--- src/rtl/gts_pkg.sv ---
// Overview of operation
// [RQ1] gain mode is fixed high, fixed low or automatic; fixed high after reset
// [RQ2] threshold, population and hysteresis values matter only in automatic gain mode
// [RQ3] a pixel is hot above the intensity threshold, percent of full scale, default 90
// [RQ4] high-to-low is wanted when hot pixel share reaches its population, default 5
// [RQ5] low-to-high is wanted when cool pixel share reaches its population, default 98
// [RQ6] low-to-high population below 100 minus high-to-low population is refused
// [RQ7] cool threshold derives from intensity threshold and hysteresis, default 95
// [RQ8] cool threshold equals hysteresis percent times the hot intensity threshold
// [RQ9] hot and cool shares are evaluated once per frame over all pixels
// [RQ10] active table reads 0 in low gain and 1 to 3 in high gain
// [RQ11] target table follows ambient temperature, scene statistics and gain settings
// [RQ12] high gain tables: 1 below -20C, 2 up to 60C, 3 above
// [RQ13] automatic gain with automatic flat-field switches whenever target differs
// [RQ14] manual or external flat-field mode switches only on a host table command
// [RQ15] in those modes a wanted drop to low gain shows pending with target 0
// [RQ16] switching from table 0 enters high gain, switching to table 0 low gain
// [RQ17] a table command is ignored while target equals active table
// [RQ18] pending is set when target differs from active, never in automatic flat-field
// [RQ19] by default a ring marks the flat-field symbol while a switch is pending
// [RQ20] an option lets external flat-field mode switch tables automatically
// [RQ21] active, target and pending are readable on telemetry and by status read
// [RQ22] every gain switch pulses a reset of the noise filters
// [RQ23] consumer grade has no gain modes and always stays in high gain
// [RQ24] settings can be saved as power-on defaults and factory values restored; reset loads factory values, saved ones load only on a load command
// [RQ25] in automatic flat-field mode a table change triggers a flat-field correction
package gts_pkg;
    localparam logic [1:0] GAIN_HIGH = 2'h0;
    localparam logic [1:0] GAIN_LOW  = 2'h1;
    localparam logic [1:0] GAIN_AUTO = 2'h2;
    localparam logic [1:0] FFC_AUTO  = 2'h0;
    localparam logic [1:0] FFC_MAN   = 2'h1;
    localparam logic [1:0] FFC_EXT   = 2'h2;

    localparam logic [7:0] OFS_CTRL   = 8'h00;
    localparam logic [7:0] OFS_HOTTHR = 8'h04;
    localparam logic [7:0] OFS_HLPOP  = 8'h08;
    localparam logic [7:0] OFS_LHPOP  = 8'h0C;
    localparam logic [7:0] OFS_HYST   = 8'h10;
    localparam logic [7:0] OFS_STATUS = 8'h14;
    localparam logic [7:0] OFS_CMD    = 8'h18;

    // control word fields
    localparam int CTRL_GAIN_LSB = 0;
    localparam int CTRL_FFC_LSB  = 2;
    localparam int CTRL_EXTAUTO  = 4;
    localparam int CTRL_RING     = 5;
    // command word bits
    localparam int CMD_SWITCH  = 0;
    localparam int CMD_SAVE    = 1;
    localparam int CMD_FACTORY = 2;
    localparam int CMD_LOAD    = 3;
    // status word fields
    localparam int STAT_ACT_LSB = 0;
    localparam int STAT_TGT_LSB = 2;
    localparam int STAT_PEND    = 4;
    localparam int STAT_HIGH    = 5;

    localparam logic [6:0] PCT_FULL     = 7'h64;
    localparam logic [6:0] DEF_HOTTHR   = 7'h5A;
    localparam logic [6:0] DEF_HLPOP    = 7'h05;
    localparam logic [6:0] DEF_LHPOP    = 7'h62;
    localparam logic [6:0] DEF_HYST     = 7'h5F;
    localparam logic [15:0] PIX_FULL    = 16'hFFFF;
    localparam logic [13:0] PCT_SQUARED = 14'h2710;
    localparam logic signed [7:0] TEMP_T1_T2 = -8'sd20;
    localparam logic signed [7:0] TEMP_T2_T3 = 8'sd60;
    localparam logic [1:0] TBL_LOW = 2'h0;
    localparam logic [1:0] TBL_1   = 2'h1;
    localparam logic [1:0] TBL_2   = 2'h2;
    localparam logic [1:0] TBL_3   = 2'h3;

    typedef struct packed {
        logic [1:0] gain_mode;
        logic [1:0] ffc_mode;
        logic       ext_auto;
        logic       ring_en;
        logic [6:0] hot_thr;
        logic [6:0] hl_pop;
        logic [6:0] lh_pop;
        logic [6:0] hyst;
    } gts_cfg_type;

    localparam gts_cfg_type CFG_FACTORY = '{gain_mode: GAIN_HIGH, ffc_mode: FFC_AUTO,
        ext_auto: 1'b0, ring_en: 1'b1, hot_thr: DEF_HOTTHR, hl_pop: DEF_HLPOP,
        lh_pop: DEF_LHPOP, hyst: DEF_HYST};

    typedef struct packed {
        logic [1:0] active;
        logic [1:0] target;
        logic       pending;
    } gts_telem_type;
endpackage : gts_pkg

--- src/rtl/gts_selector.sv ---
// Design decisions made here: the address map and the AHB-Lite interface to the registers.
`timescale 1ns/100ps
module gts_selector #(
    parameter int  CNT_W          = 20,
    parameter bit  CONSUMER_GRADE = 1'b0
) (
    input  wire logic                   REF_CLK,
    input  wire logic                   RST_N,
    input  wire logic                   HSEL,
    input  wire logic [31:0]            HADDR,
    input  wire logic [1:0]             HTRANS,
    input  wire logic                   HWRITE,
    input  wire logic [2:0]             HSIZE,
    input  wire logic [31:0]            HWDATA,
    input  wire logic                   HREADY,
    output logic      [31:0]            HRDATA,
    output logic                        HREADYOUT,
    output logic                        HRESP,
    input  wire logic                   PIX_VALID,
    input  wire logic [15:0]            PIX_DATA,
    input  wire logic                   FRAME_END,
    input  wire logic signed [7:0]      AMBIENT_TEMP,
    output gts_pkg::gts_telem_type      TELEM_STATUS,
    output logic                        GAIN_IS_HIGH,
    output logic                        RING_OVERLAY,
    output logic                        FFC_TRIGGER,
    output logic                        FILTER_RESET
);
    typedef struct packed {
        gts_pkg::gts_cfg_type cfg;
        gts_pkg::gts_cfg_type saved;
        logic [1:0]           active;
        logic [1:0]           target;
        logic                 pending;
        logic                 want_low;
        logic                 want_high;
        logic [CNT_W-1:0]     hot_cnt;
        logic [CNT_W-1:0]     cool_cnt;
        logic [CNT_W-1:0]     tot_cnt;
        logic                 wr_pend;
        logic [7:0]           waddr;
        logic [31:0]          rdata;
        logic                 ring;
        logic                 ffc_trig;
        logic                 filt_rst;
    } gts_state_type;

    // counters below 8 bits cannot hold a useful frame, above 24 the share products need more than 31 bits
    if (CNT_W < 8 || CNT_W > 24) begin : g_bad_cnt_w
        $error("CNT_W out of range");
    end

    gts_state_type st_reg;
    gts_state_type st_next;

    logic [22:0]      pix_scaled;
    logic [22:0]      hot_limit;
    logic [29:0]      pix_scaled2;
    logic [29:0]      cool_limit;
    logic             pix_hot;
    logic             pix_cool;
    logic [1:0]       temp_table;
    logic             auto_sw;
    logic             differ;
    logic             sw_cmd;
    logic [CNT_W+6:0] hot_share;
    logic [CNT_W+6:0] hot_need;
    logic [CNT_W+6:0] cool_share;
    logic [CNT_W+6:0] cool_need;
    logic [31:0]      wd;

    // pixel scoring against both thresholds, all in percent of full scale
    always_comb begin
        pix_scaled  = 23'(PIX_DATA) * 23'(gts_pkg::PCT_FULL);
        hot_limit   = 23'(st_reg.cfg.hot_thr) * 23'(gts_pkg::PIX_FULL);
        pix_hot     = pix_scaled > hot_limit;                                         // RQ3
        pix_scaled2 = 30'(PIX_DATA) * 30'(gts_pkg::PCT_SQUARED);
        cool_limit  = 30'(st_reg.cfg.hyst) * 30'(st_reg.cfg.hot_thr)
                      * 30'(gts_pkg::PIX_FULL);                                       // RQ7 RQ8
        pix_cool    = pix_scaled2 < cool_limit;
        hot_share   = (CNT_W+7)'(st_reg.hot_cnt) * (CNT_W+7)'(gts_pkg::PCT_FULL);
        hot_need    = (CNT_W+7)'(st_reg.tot_cnt) * (CNT_W+7)'(st_reg.cfg.hl_pop);
        cool_share  = (CNT_W+7)'(st_reg.cool_cnt) * (CNT_W+7)'(gts_pkg::PCT_FULL);
        cool_need   = (CNT_W+7)'(st_reg.tot_cnt) * (CNT_W+7)'(st_reg.cfg.lh_pop);
    end

    always_comb begin
        if (AMBIENT_TEMP < gts_pkg::TEMP_T1_T2) begin                                 // RQ12
            temp_table = gts_pkg::TBL_1;
        end else if (AMBIENT_TEMP <= gts_pkg::TEMP_T2_T3) begin
            temp_table = gts_pkg::TBL_2;
        end else begin
            temp_table = gts_pkg::TBL_3;
        end
    end

    assign auto_sw = (st_reg.cfg.ffc_mode == gts_pkg::FFC_AUTO)                       // RQ13
                     || (st_reg.cfg.ffc_mode == gts_pkg::FFC_EXT && st_reg.cfg.ext_auto); // RQ20
    assign differ  = st_reg.target != st_reg.active;
    assign wd      = HWDATA;
    assign sw_cmd  = st_reg.wr_pend && st_reg.waddr == gts_pkg::OFS_CMD
                     && wd[gts_pkg::CMD_SWITCH];

    always_comb begin
        st_next          = st_reg;
        st_next.ffc_trig = 1'b0;
        st_next.filt_rst = 1'b0;
        st_next.wr_pend  = 1'b0;

        // write data phase
        if (st_reg.wr_pend) begin
            if (st_reg.waddr == gts_pkg::OFS_CTRL) begin
                st_next.cfg.gain_mode = wd[gts_pkg::CTRL_GAIN_LSB +: 2];
                st_next.cfg.ffc_mode  = wd[gts_pkg::CTRL_FFC_LSB +: 2];
                st_next.cfg.ext_auto  = wd[gts_pkg::CTRL_EXTAUTO];
                st_next.cfg.ring_en   = wd[gts_pkg::CTRL_RING];
            end else if (st_reg.waddr == gts_pkg::OFS_HOTTHR) begin
                if (wd[6:0] <= gts_pkg::PCT_FULL) begin
                    st_next.cfg.hot_thr = wd[6:0];
                end
            end else if (st_reg.waddr == gts_pkg::OFS_HLPOP) begin
                if (wd[6:0] <= gts_pkg::PCT_FULL) begin
                    st_next.cfg.hl_pop = wd[6:0];
                end
            end else if (st_reg.waddr == gts_pkg::OFS_LHPOP) begin
                // a too-small value would let the scene flip the gain every frame
                if (wd[6:0] <= gts_pkg::PCT_FULL
                    && wd[6:0] >= gts_pkg::PCT_FULL - st_reg.cfg.hl_pop) begin        // RQ6
                    st_next.cfg.lh_pop = wd[6:0];
                end
            end else if (st_reg.waddr == gts_pkg::OFS_HYST) begin
                if (wd[6:0] <= gts_pkg::PCT_FULL) begin
                    st_next.cfg.hyst = wd[6:0];
                end
            end else if (st_reg.waddr == gts_pkg::OFS_CMD) begin
                if (wd[gts_pkg::CMD_SAVE]) begin
                    st_next.saved = st_reg.cfg;                                       // RQ24
                end else if (wd[gts_pkg::CMD_FACTORY]) begin
                    st_next.cfg = gts_pkg::CFG_FACTORY;                               // RQ24
                end else if (wd[gts_pkg::CMD_LOAD]) begin
                    st_next.cfg = st_reg.saved;
                end
            end
        end

        // address phase; reads answer with zero wait states
        if (HSEL && HTRANS[1] && HREADY) begin
            st_next.wr_pend = HWRITE;
            st_next.waddr   = HADDR[7:0];
            if (!HWRITE) begin
                st_next.rdata = 32'h0000_0000;
                if (HADDR[7:0] == gts_pkg::OFS_CTRL) begin
                    st_next.rdata[gts_pkg::CTRL_GAIN_LSB +: 2] = st_reg.cfg.gain_mode;
                    st_next.rdata[gts_pkg::CTRL_FFC_LSB +: 2]  = st_reg.cfg.ffc_mode;
                    st_next.rdata[gts_pkg::CTRL_EXTAUTO]       = st_reg.cfg.ext_auto;
                    st_next.rdata[gts_pkg::CTRL_RING]          = st_reg.cfg.ring_en;
                end else if (HADDR[7:0] == gts_pkg::OFS_HOTTHR) begin
                    st_next.rdata[6:0] = st_reg.cfg.hot_thr;
                end else if (HADDR[7:0] == gts_pkg::OFS_HLPOP) begin
                    st_next.rdata[6:0] = st_reg.cfg.hl_pop;
                end else if (HADDR[7:0] == gts_pkg::OFS_LHPOP) begin
                    st_next.rdata[6:0] = st_reg.cfg.lh_pop;
                end else if (HADDR[7:0] == gts_pkg::OFS_HYST) begin
                    st_next.rdata[6:0] = st_reg.cfg.hyst;
                end else if (HADDR[7:0] == gts_pkg::OFS_STATUS) begin
                    st_next.rdata[gts_pkg::STAT_ACT_LSB +: 2] = st_reg.active;        // RQ21
                    st_next.rdata[gts_pkg::STAT_TGT_LSB +: 2] = st_reg.target;
                    st_next.rdata[gts_pkg::STAT_PEND]         = st_reg.pending;
                    st_next.rdata[gts_pkg::STAT_HIGH]         = st_reg.active != gts_pkg::TBL_LOW;
                end
            end
        end

        // frame statistics; the pixel of a frame-end cycle opens the next frame
        if (FRAME_END) begin
            if (st_reg.tot_cnt != '0) begin                                           // RQ9
                st_next.want_low  = hot_share >= hot_need;                            // RQ4
                st_next.want_high = cool_share >= cool_need;                          // RQ5
            end
            st_next.hot_cnt  = CNT_W'(PIX_VALID && pix_hot);
            st_next.cool_cnt = CNT_W'(PIX_VALID && pix_cool);
            st_next.tot_cnt  = CNT_W'(PIX_VALID);
        end else if (PIX_VALID && st_reg.tot_cnt != '1) begin
            st_next.hot_cnt  = st_reg.hot_cnt + CNT_W'(pix_hot);
            st_next.cool_cnt = st_reg.cool_cnt + CNT_W'(pix_cool);
            st_next.tot_cnt  = st_reg.tot_cnt + CNT_W'(1'b1);
        end

        // target table
        if (CONSUMER_GRADE) begin
            st_next.target = temp_table;                                              // RQ23
        end else begin
            case (st_reg.cfg.gain_mode)                                               // RQ11
                gts_pkg::GAIN_LOW:  st_next.target = gts_pkg::TBL_LOW;
                gts_pkg::GAIN_AUTO: begin
                    if (st_reg.active != gts_pkg::TBL_LOW) begin                      // RQ2
                        st_next.target = st_reg.want_low ? gts_pkg::TBL_LOW : temp_table;
                    end else begin
                        st_next.target = st_reg.want_high ? temp_table : gts_pkg::TBL_LOW;
                    end
                end
                default: st_next.target = temp_table;                                 // RQ1
            endcase
        end

        // switching; a command with no difference does nothing
        if (differ && (auto_sw || sw_cmd)) begin                                      // RQ14 RQ17
            st_next.active   = st_reg.target;                                         // RQ16
            st_next.ffc_trig = st_reg.cfg.ffc_mode == gts_pkg::FFC_AUTO;              // RQ25
            st_next.filt_rst = (st_reg.active == gts_pkg::TBL_LOW)
                               != (st_reg.target == gts_pkg::TBL_LOW);                // RQ22
        end
        st_next.pending = differ && !auto_sw && !sw_cmd;                              // RQ15 RQ18
        st_next.ring    = st_next.pending && st_reg.cfg.ring_en;                      // RQ19
    end

    always_ff @(posedge REF_CLK) begin
        if (!RST_N) begin
            st_reg        <= '0;
            st_reg.cfg    <= gts_pkg::CFG_FACTORY;                                    // RQ1
            st_reg.saved  <= gts_pkg::CFG_FACTORY;
            st_reg.active <= gts_pkg::TBL_2;
            st_reg.target <= gts_pkg::TBL_2;
        end else begin
            st_reg <= st_next;
        end
    end

    always_ff @(posedge REF_CLK) begin
        if (!RST_N) begin
            HREADYOUT <= 1'b0;
        end else begin
            HREADYOUT <= 1'b1;
        end
    end

    assign HRDATA       = st_reg.rdata;
    assign HRESP        = 1'b0;
    assign TELEM_STATUS = '{active: st_reg.active, target: st_reg.target,
                            pending: st_reg.pending};                                 // RQ21
    assign GAIN_IS_HIGH = st_reg.active != gts_pkg::TBL_LOW;                          // RQ10
    assign RING_OVERLAY = st_reg.ring;
    assign FFC_TRIGGER  = st_reg.ffc_trig;
    assign FILTER_RESET = st_reg.filt_rst;
endmodule : gts_selector

--- config.mk ---
export PLATFORM = sky130hd
export DESIGN_NAME = gts_selector
export DESIGN_NICKNAME = d
export VERILOG_FILES = /design/src/rtl/gts_pkg.sv /design/src/rtl/gts_selector.sv
export SDC_FILE = /design/constraint.sdc
export NUM_CORES = 2
export LEC_CHECK = 0
export ABC_AREA = 1
export BUFFER_PORTS_ARGS = -buffer_cell sky130_fd_sc_hd__buf_2
export CAP_MARGIN = 10
export CORE_AREA = 2 2 272 274
export CTS_CLUSTER_DIAMETER = 60
export CTS_CLUSTER_SIZE = 12
export DETAILED_ROUTE_END_ITERATION = 8
export DIE_AREA = 0 0 274 276
export PLACE_DENSITY = 0.66
export SYNTH_ARGS = -nofsm -noshare
export SYNTH_HDL_FRONTEND = slang
export SYNTH_SLANG_ARGS = --single-unit
export TNS_END_PERCENT = 5
--- constraint.sdc ---
create_clock -name REF_CLK -period 15.3 [get_ports REF_CLK]
set_clock_uncertainty 0.15 [all_clocks]
set_input_delay 0.765 -clock REF_CLK [delete_from_list [all_inputs] [get_ports REF_CLK]]
set_output_delay 0.765 -clock REF_CLK [all_outputs]
set_load 0.05 [all_outputs]
==> qor.yml <==
clock_tree:
  clk_pin_slew_ns: 0.07
  clk_latency_ns: 0.49
  postCtsSetupRepairBufs: 0
  htree_levels: 4
  clock_sinks: 155
  cts_hold_buf: 0
  cts_buffers: 17
  cts_resized: 0
  cts_tree: "done"
  cts_max_path_buffers: 2
  cts_root_buffer: "clkbuf_16"
outcome:
  outcome: "finished clean"
finish:
  largest_register_ffs: 139
  area_delta_synth_final_pct: 4.177
  layout_common_cells: "nand2_1, inv_1, ha_1, fa_1, nor2_1"
  nFillCells: 7393
  nNetsFinal: 6174
  utilization_pct: 51.88
  final_cell_area_sq_um: 37660
  drive_gt1_share_pct: 2.687
  final_common_cell: "nand2_1"
place:
  port_buffers: 63
  finalWeightedCongestion: 0.9372
  post_dp_cell_area_sq_um: 37080
  hpwl_mm: 74.68
routing:
  post_drt_wl_per_cell_um: 14.87
  firstDrtPassIters: 7
  vias_per_cell: 5.220
  routed-via-count: 31622
  drtIter0Drc: 2182
  remaining_drc_errors: 0
  antenna_left: 0
  totalWireLength_mm: 90.07
worst_setup_path:
  arrival_ns: 12.81
  reg2reg_depth: 49
  required_ns: 15.55
  crit_slowest_cell: "dfxtp_1"
  rrSetupSlack_ns: 2.74
  crit_fanout: 14
  critPathCaptureType: "flop"
  crit_start: "st_reg[171]"
  endpoint: "st_reg[80]"
  reg2reg_to: "st_reg[80]"
  critPathLaunchType: "flop"
  criticalPathCategory: "flop to flop"
  timing.rr.start: "st_reg[171]"
  slowest_delay_ns: 0.76
synth:
  synth_seq_cells: 155
  seq_area_frac_synth_pct: 8.583
  synth-edff-count: 0
  synth.avg_cell_area_sq_um: 7.050
  ys.flop_type: "dfxtp_1"
  async_flop_share_pct: 0
  syn_inst: 5128
  netlist_area_sq_um: 36150
  synthDistinctLibCells: 43
  ys_warn_count: 0
grt:
  grt_usage_pct: 24.30
  antenna_found_initial: 2
  grt_pass1_wl_mm: 151.6
  globalRoute.totalOverflow: 0
  grt_pass1_vias: 30949
  grt_max_degree: 62
timing:
  fin_tns_setup_ns: 0
  max_freq_mhz: 79.63
  max-slew-margin-rel_pct: 22.57
  setup_viol: 0
  hold_viol: 0
  tightest_slew_ns: 1.160
  post-route-period-util_pct: 82.08
  rsz0062_at_grt: "no"
  fin_crit_ns: 12.56
  final_max_slew_viol_count: 0
floorplanning:
  placementRows: 99
  die_h_um: 276
  io_pins: 143
  dieArea_sq_um: 75620
  core_area_sq_um: 72590
  start_util_pct: 49.80
  die_w_um: 274
run:
  drv_cap: 0
hold_path:
  hold_class: "flop to flop"
[kinds of logic after synthesis]
| kind of cell | Yosys count | synth area share, % |
|---|---|---|
| compound gates | 645 | 9.483 |
| xor+xnor | 200 | 4.845 |
| fa+ha+maj | 988 | 41.88 |
| buf+inv | 1219 | 13.18 |
| flops | 155 | 8.583 |
| other cells | 1 | 0.01037 |
| simple gates | 1920 | 22.02 |
[per-stage QoR]
stage / instances / setup slack, ns / hold slack, ns
after CTS: 6057 / 2.598 / 0.3068
after global placement: 6026 / 2.679 / 0.2834
final: 6058 / 2.741 / 0.3044
after global routing: 6057 / 1.648 / 0.3196
after detailed placement: 6026 / 2.666 / 0.2873
after floorplan: 5153 / 4.351 / 0.2736
[cells in the mapped netlist, types with 14 or more instances]
| master | n | share of area (%) |
|---|---|---|
| xor2_1 | 120 | 2.9 |
| nand2_1 | 1144 | 12 |
| o21ai_0 | 236 | 3.3 |
| nor3_1 | 72 | 1.0 |
| nor2_1 | 340 | 3.5 |
| clkbuf_1 | 87 | 0.90 |
| o21bai_1 | 18 | 0.37 |
| ha_1 | 618 | 21 |
| nand4_1 | 59 | 1.0 |
| a21o_1 | 19 | 0.39 |
| a21oi_1 | 324 | 4.5 |
| dfxtp_1 | 155 | 8.6 |
| buf_1 | 14 | 0.15 |
| buf_4 | 38 | 0.79 |
| buf_2 | 26 | 0.36 |
| fa_1 | 370 | 20 |
| xnor2_1 | 80 | 1.9 |
| nand3_1 | 241 | 3.3 |
| a31oi_1 | 15 | 0.26 |
| inv_1 | 1048 | 11 |
[per-layer routing]
| metal | part of all wire (%) | global-route usage, % | wire, um | vias up |
|---|---|---|---|---|
| li1 | - | - | - | 15925 |
| met2 | 48 | 41.51 | 43040 | 781 |
| met1 | 45 | 33.09 | 40670 | 14811 |
| met3 | 5.1 | 2.050 | 4593 | 105 |
| met5 | 0 | 0 | 0 | - |
| met4 | 2.0 | 5.950 | 1772 | 0 |
[worst min path at each step]
stage	from	to	slack, ns	cells after the start
detailed placement	st_reg[112]	st_reg[112]	0.29	2
finish	st_reg[136]	st_reg[136]	0.30	2
global route	st_reg[41]	st_reg[41]	0.32	2
CTS	st_reg[112]	st_reg[112]	0.31	2
global placement	st_reg[139]	st_reg[139]	0.28	2
floorplan	st_reg[41]	st_reg[41]	0.27	2
[worst max-delay path: cells and delay by family, from the launching register on]
| kind | cells | cell delay [ns] |
|---|---|---|
| AO/OA/AOI/OAI | 8 | 1.61 |
| AND/OR/NAND/NOR | 16 | 2.04 |
| adder cells (fa/ha/maj) | 15 | 7.00 |
| XOR/XNOR | 2 | 0.34 |
| flip-flops | 1 | 0.76 |
| buffers and inverters | 8 | 0.57 |
[layout make-up]
cell class              count  area, sq um  area share [%]
repair buffers             81        450.4           1.196
inverters                1052         3949           10.49
diodes                      1        2.502        0.006645
flip-flops and latches    155         3103           8.239
clock buffers              17        425.4           1.130
multi-input cells        3779        28380           75.35
clock inverters            14        155.1          0.4120
well taps                 959         1200           3.186
Power is left out: the tool's default activity adds up to more than one toggle a clock period on the data nets, which glitch-free logic cannot reach.
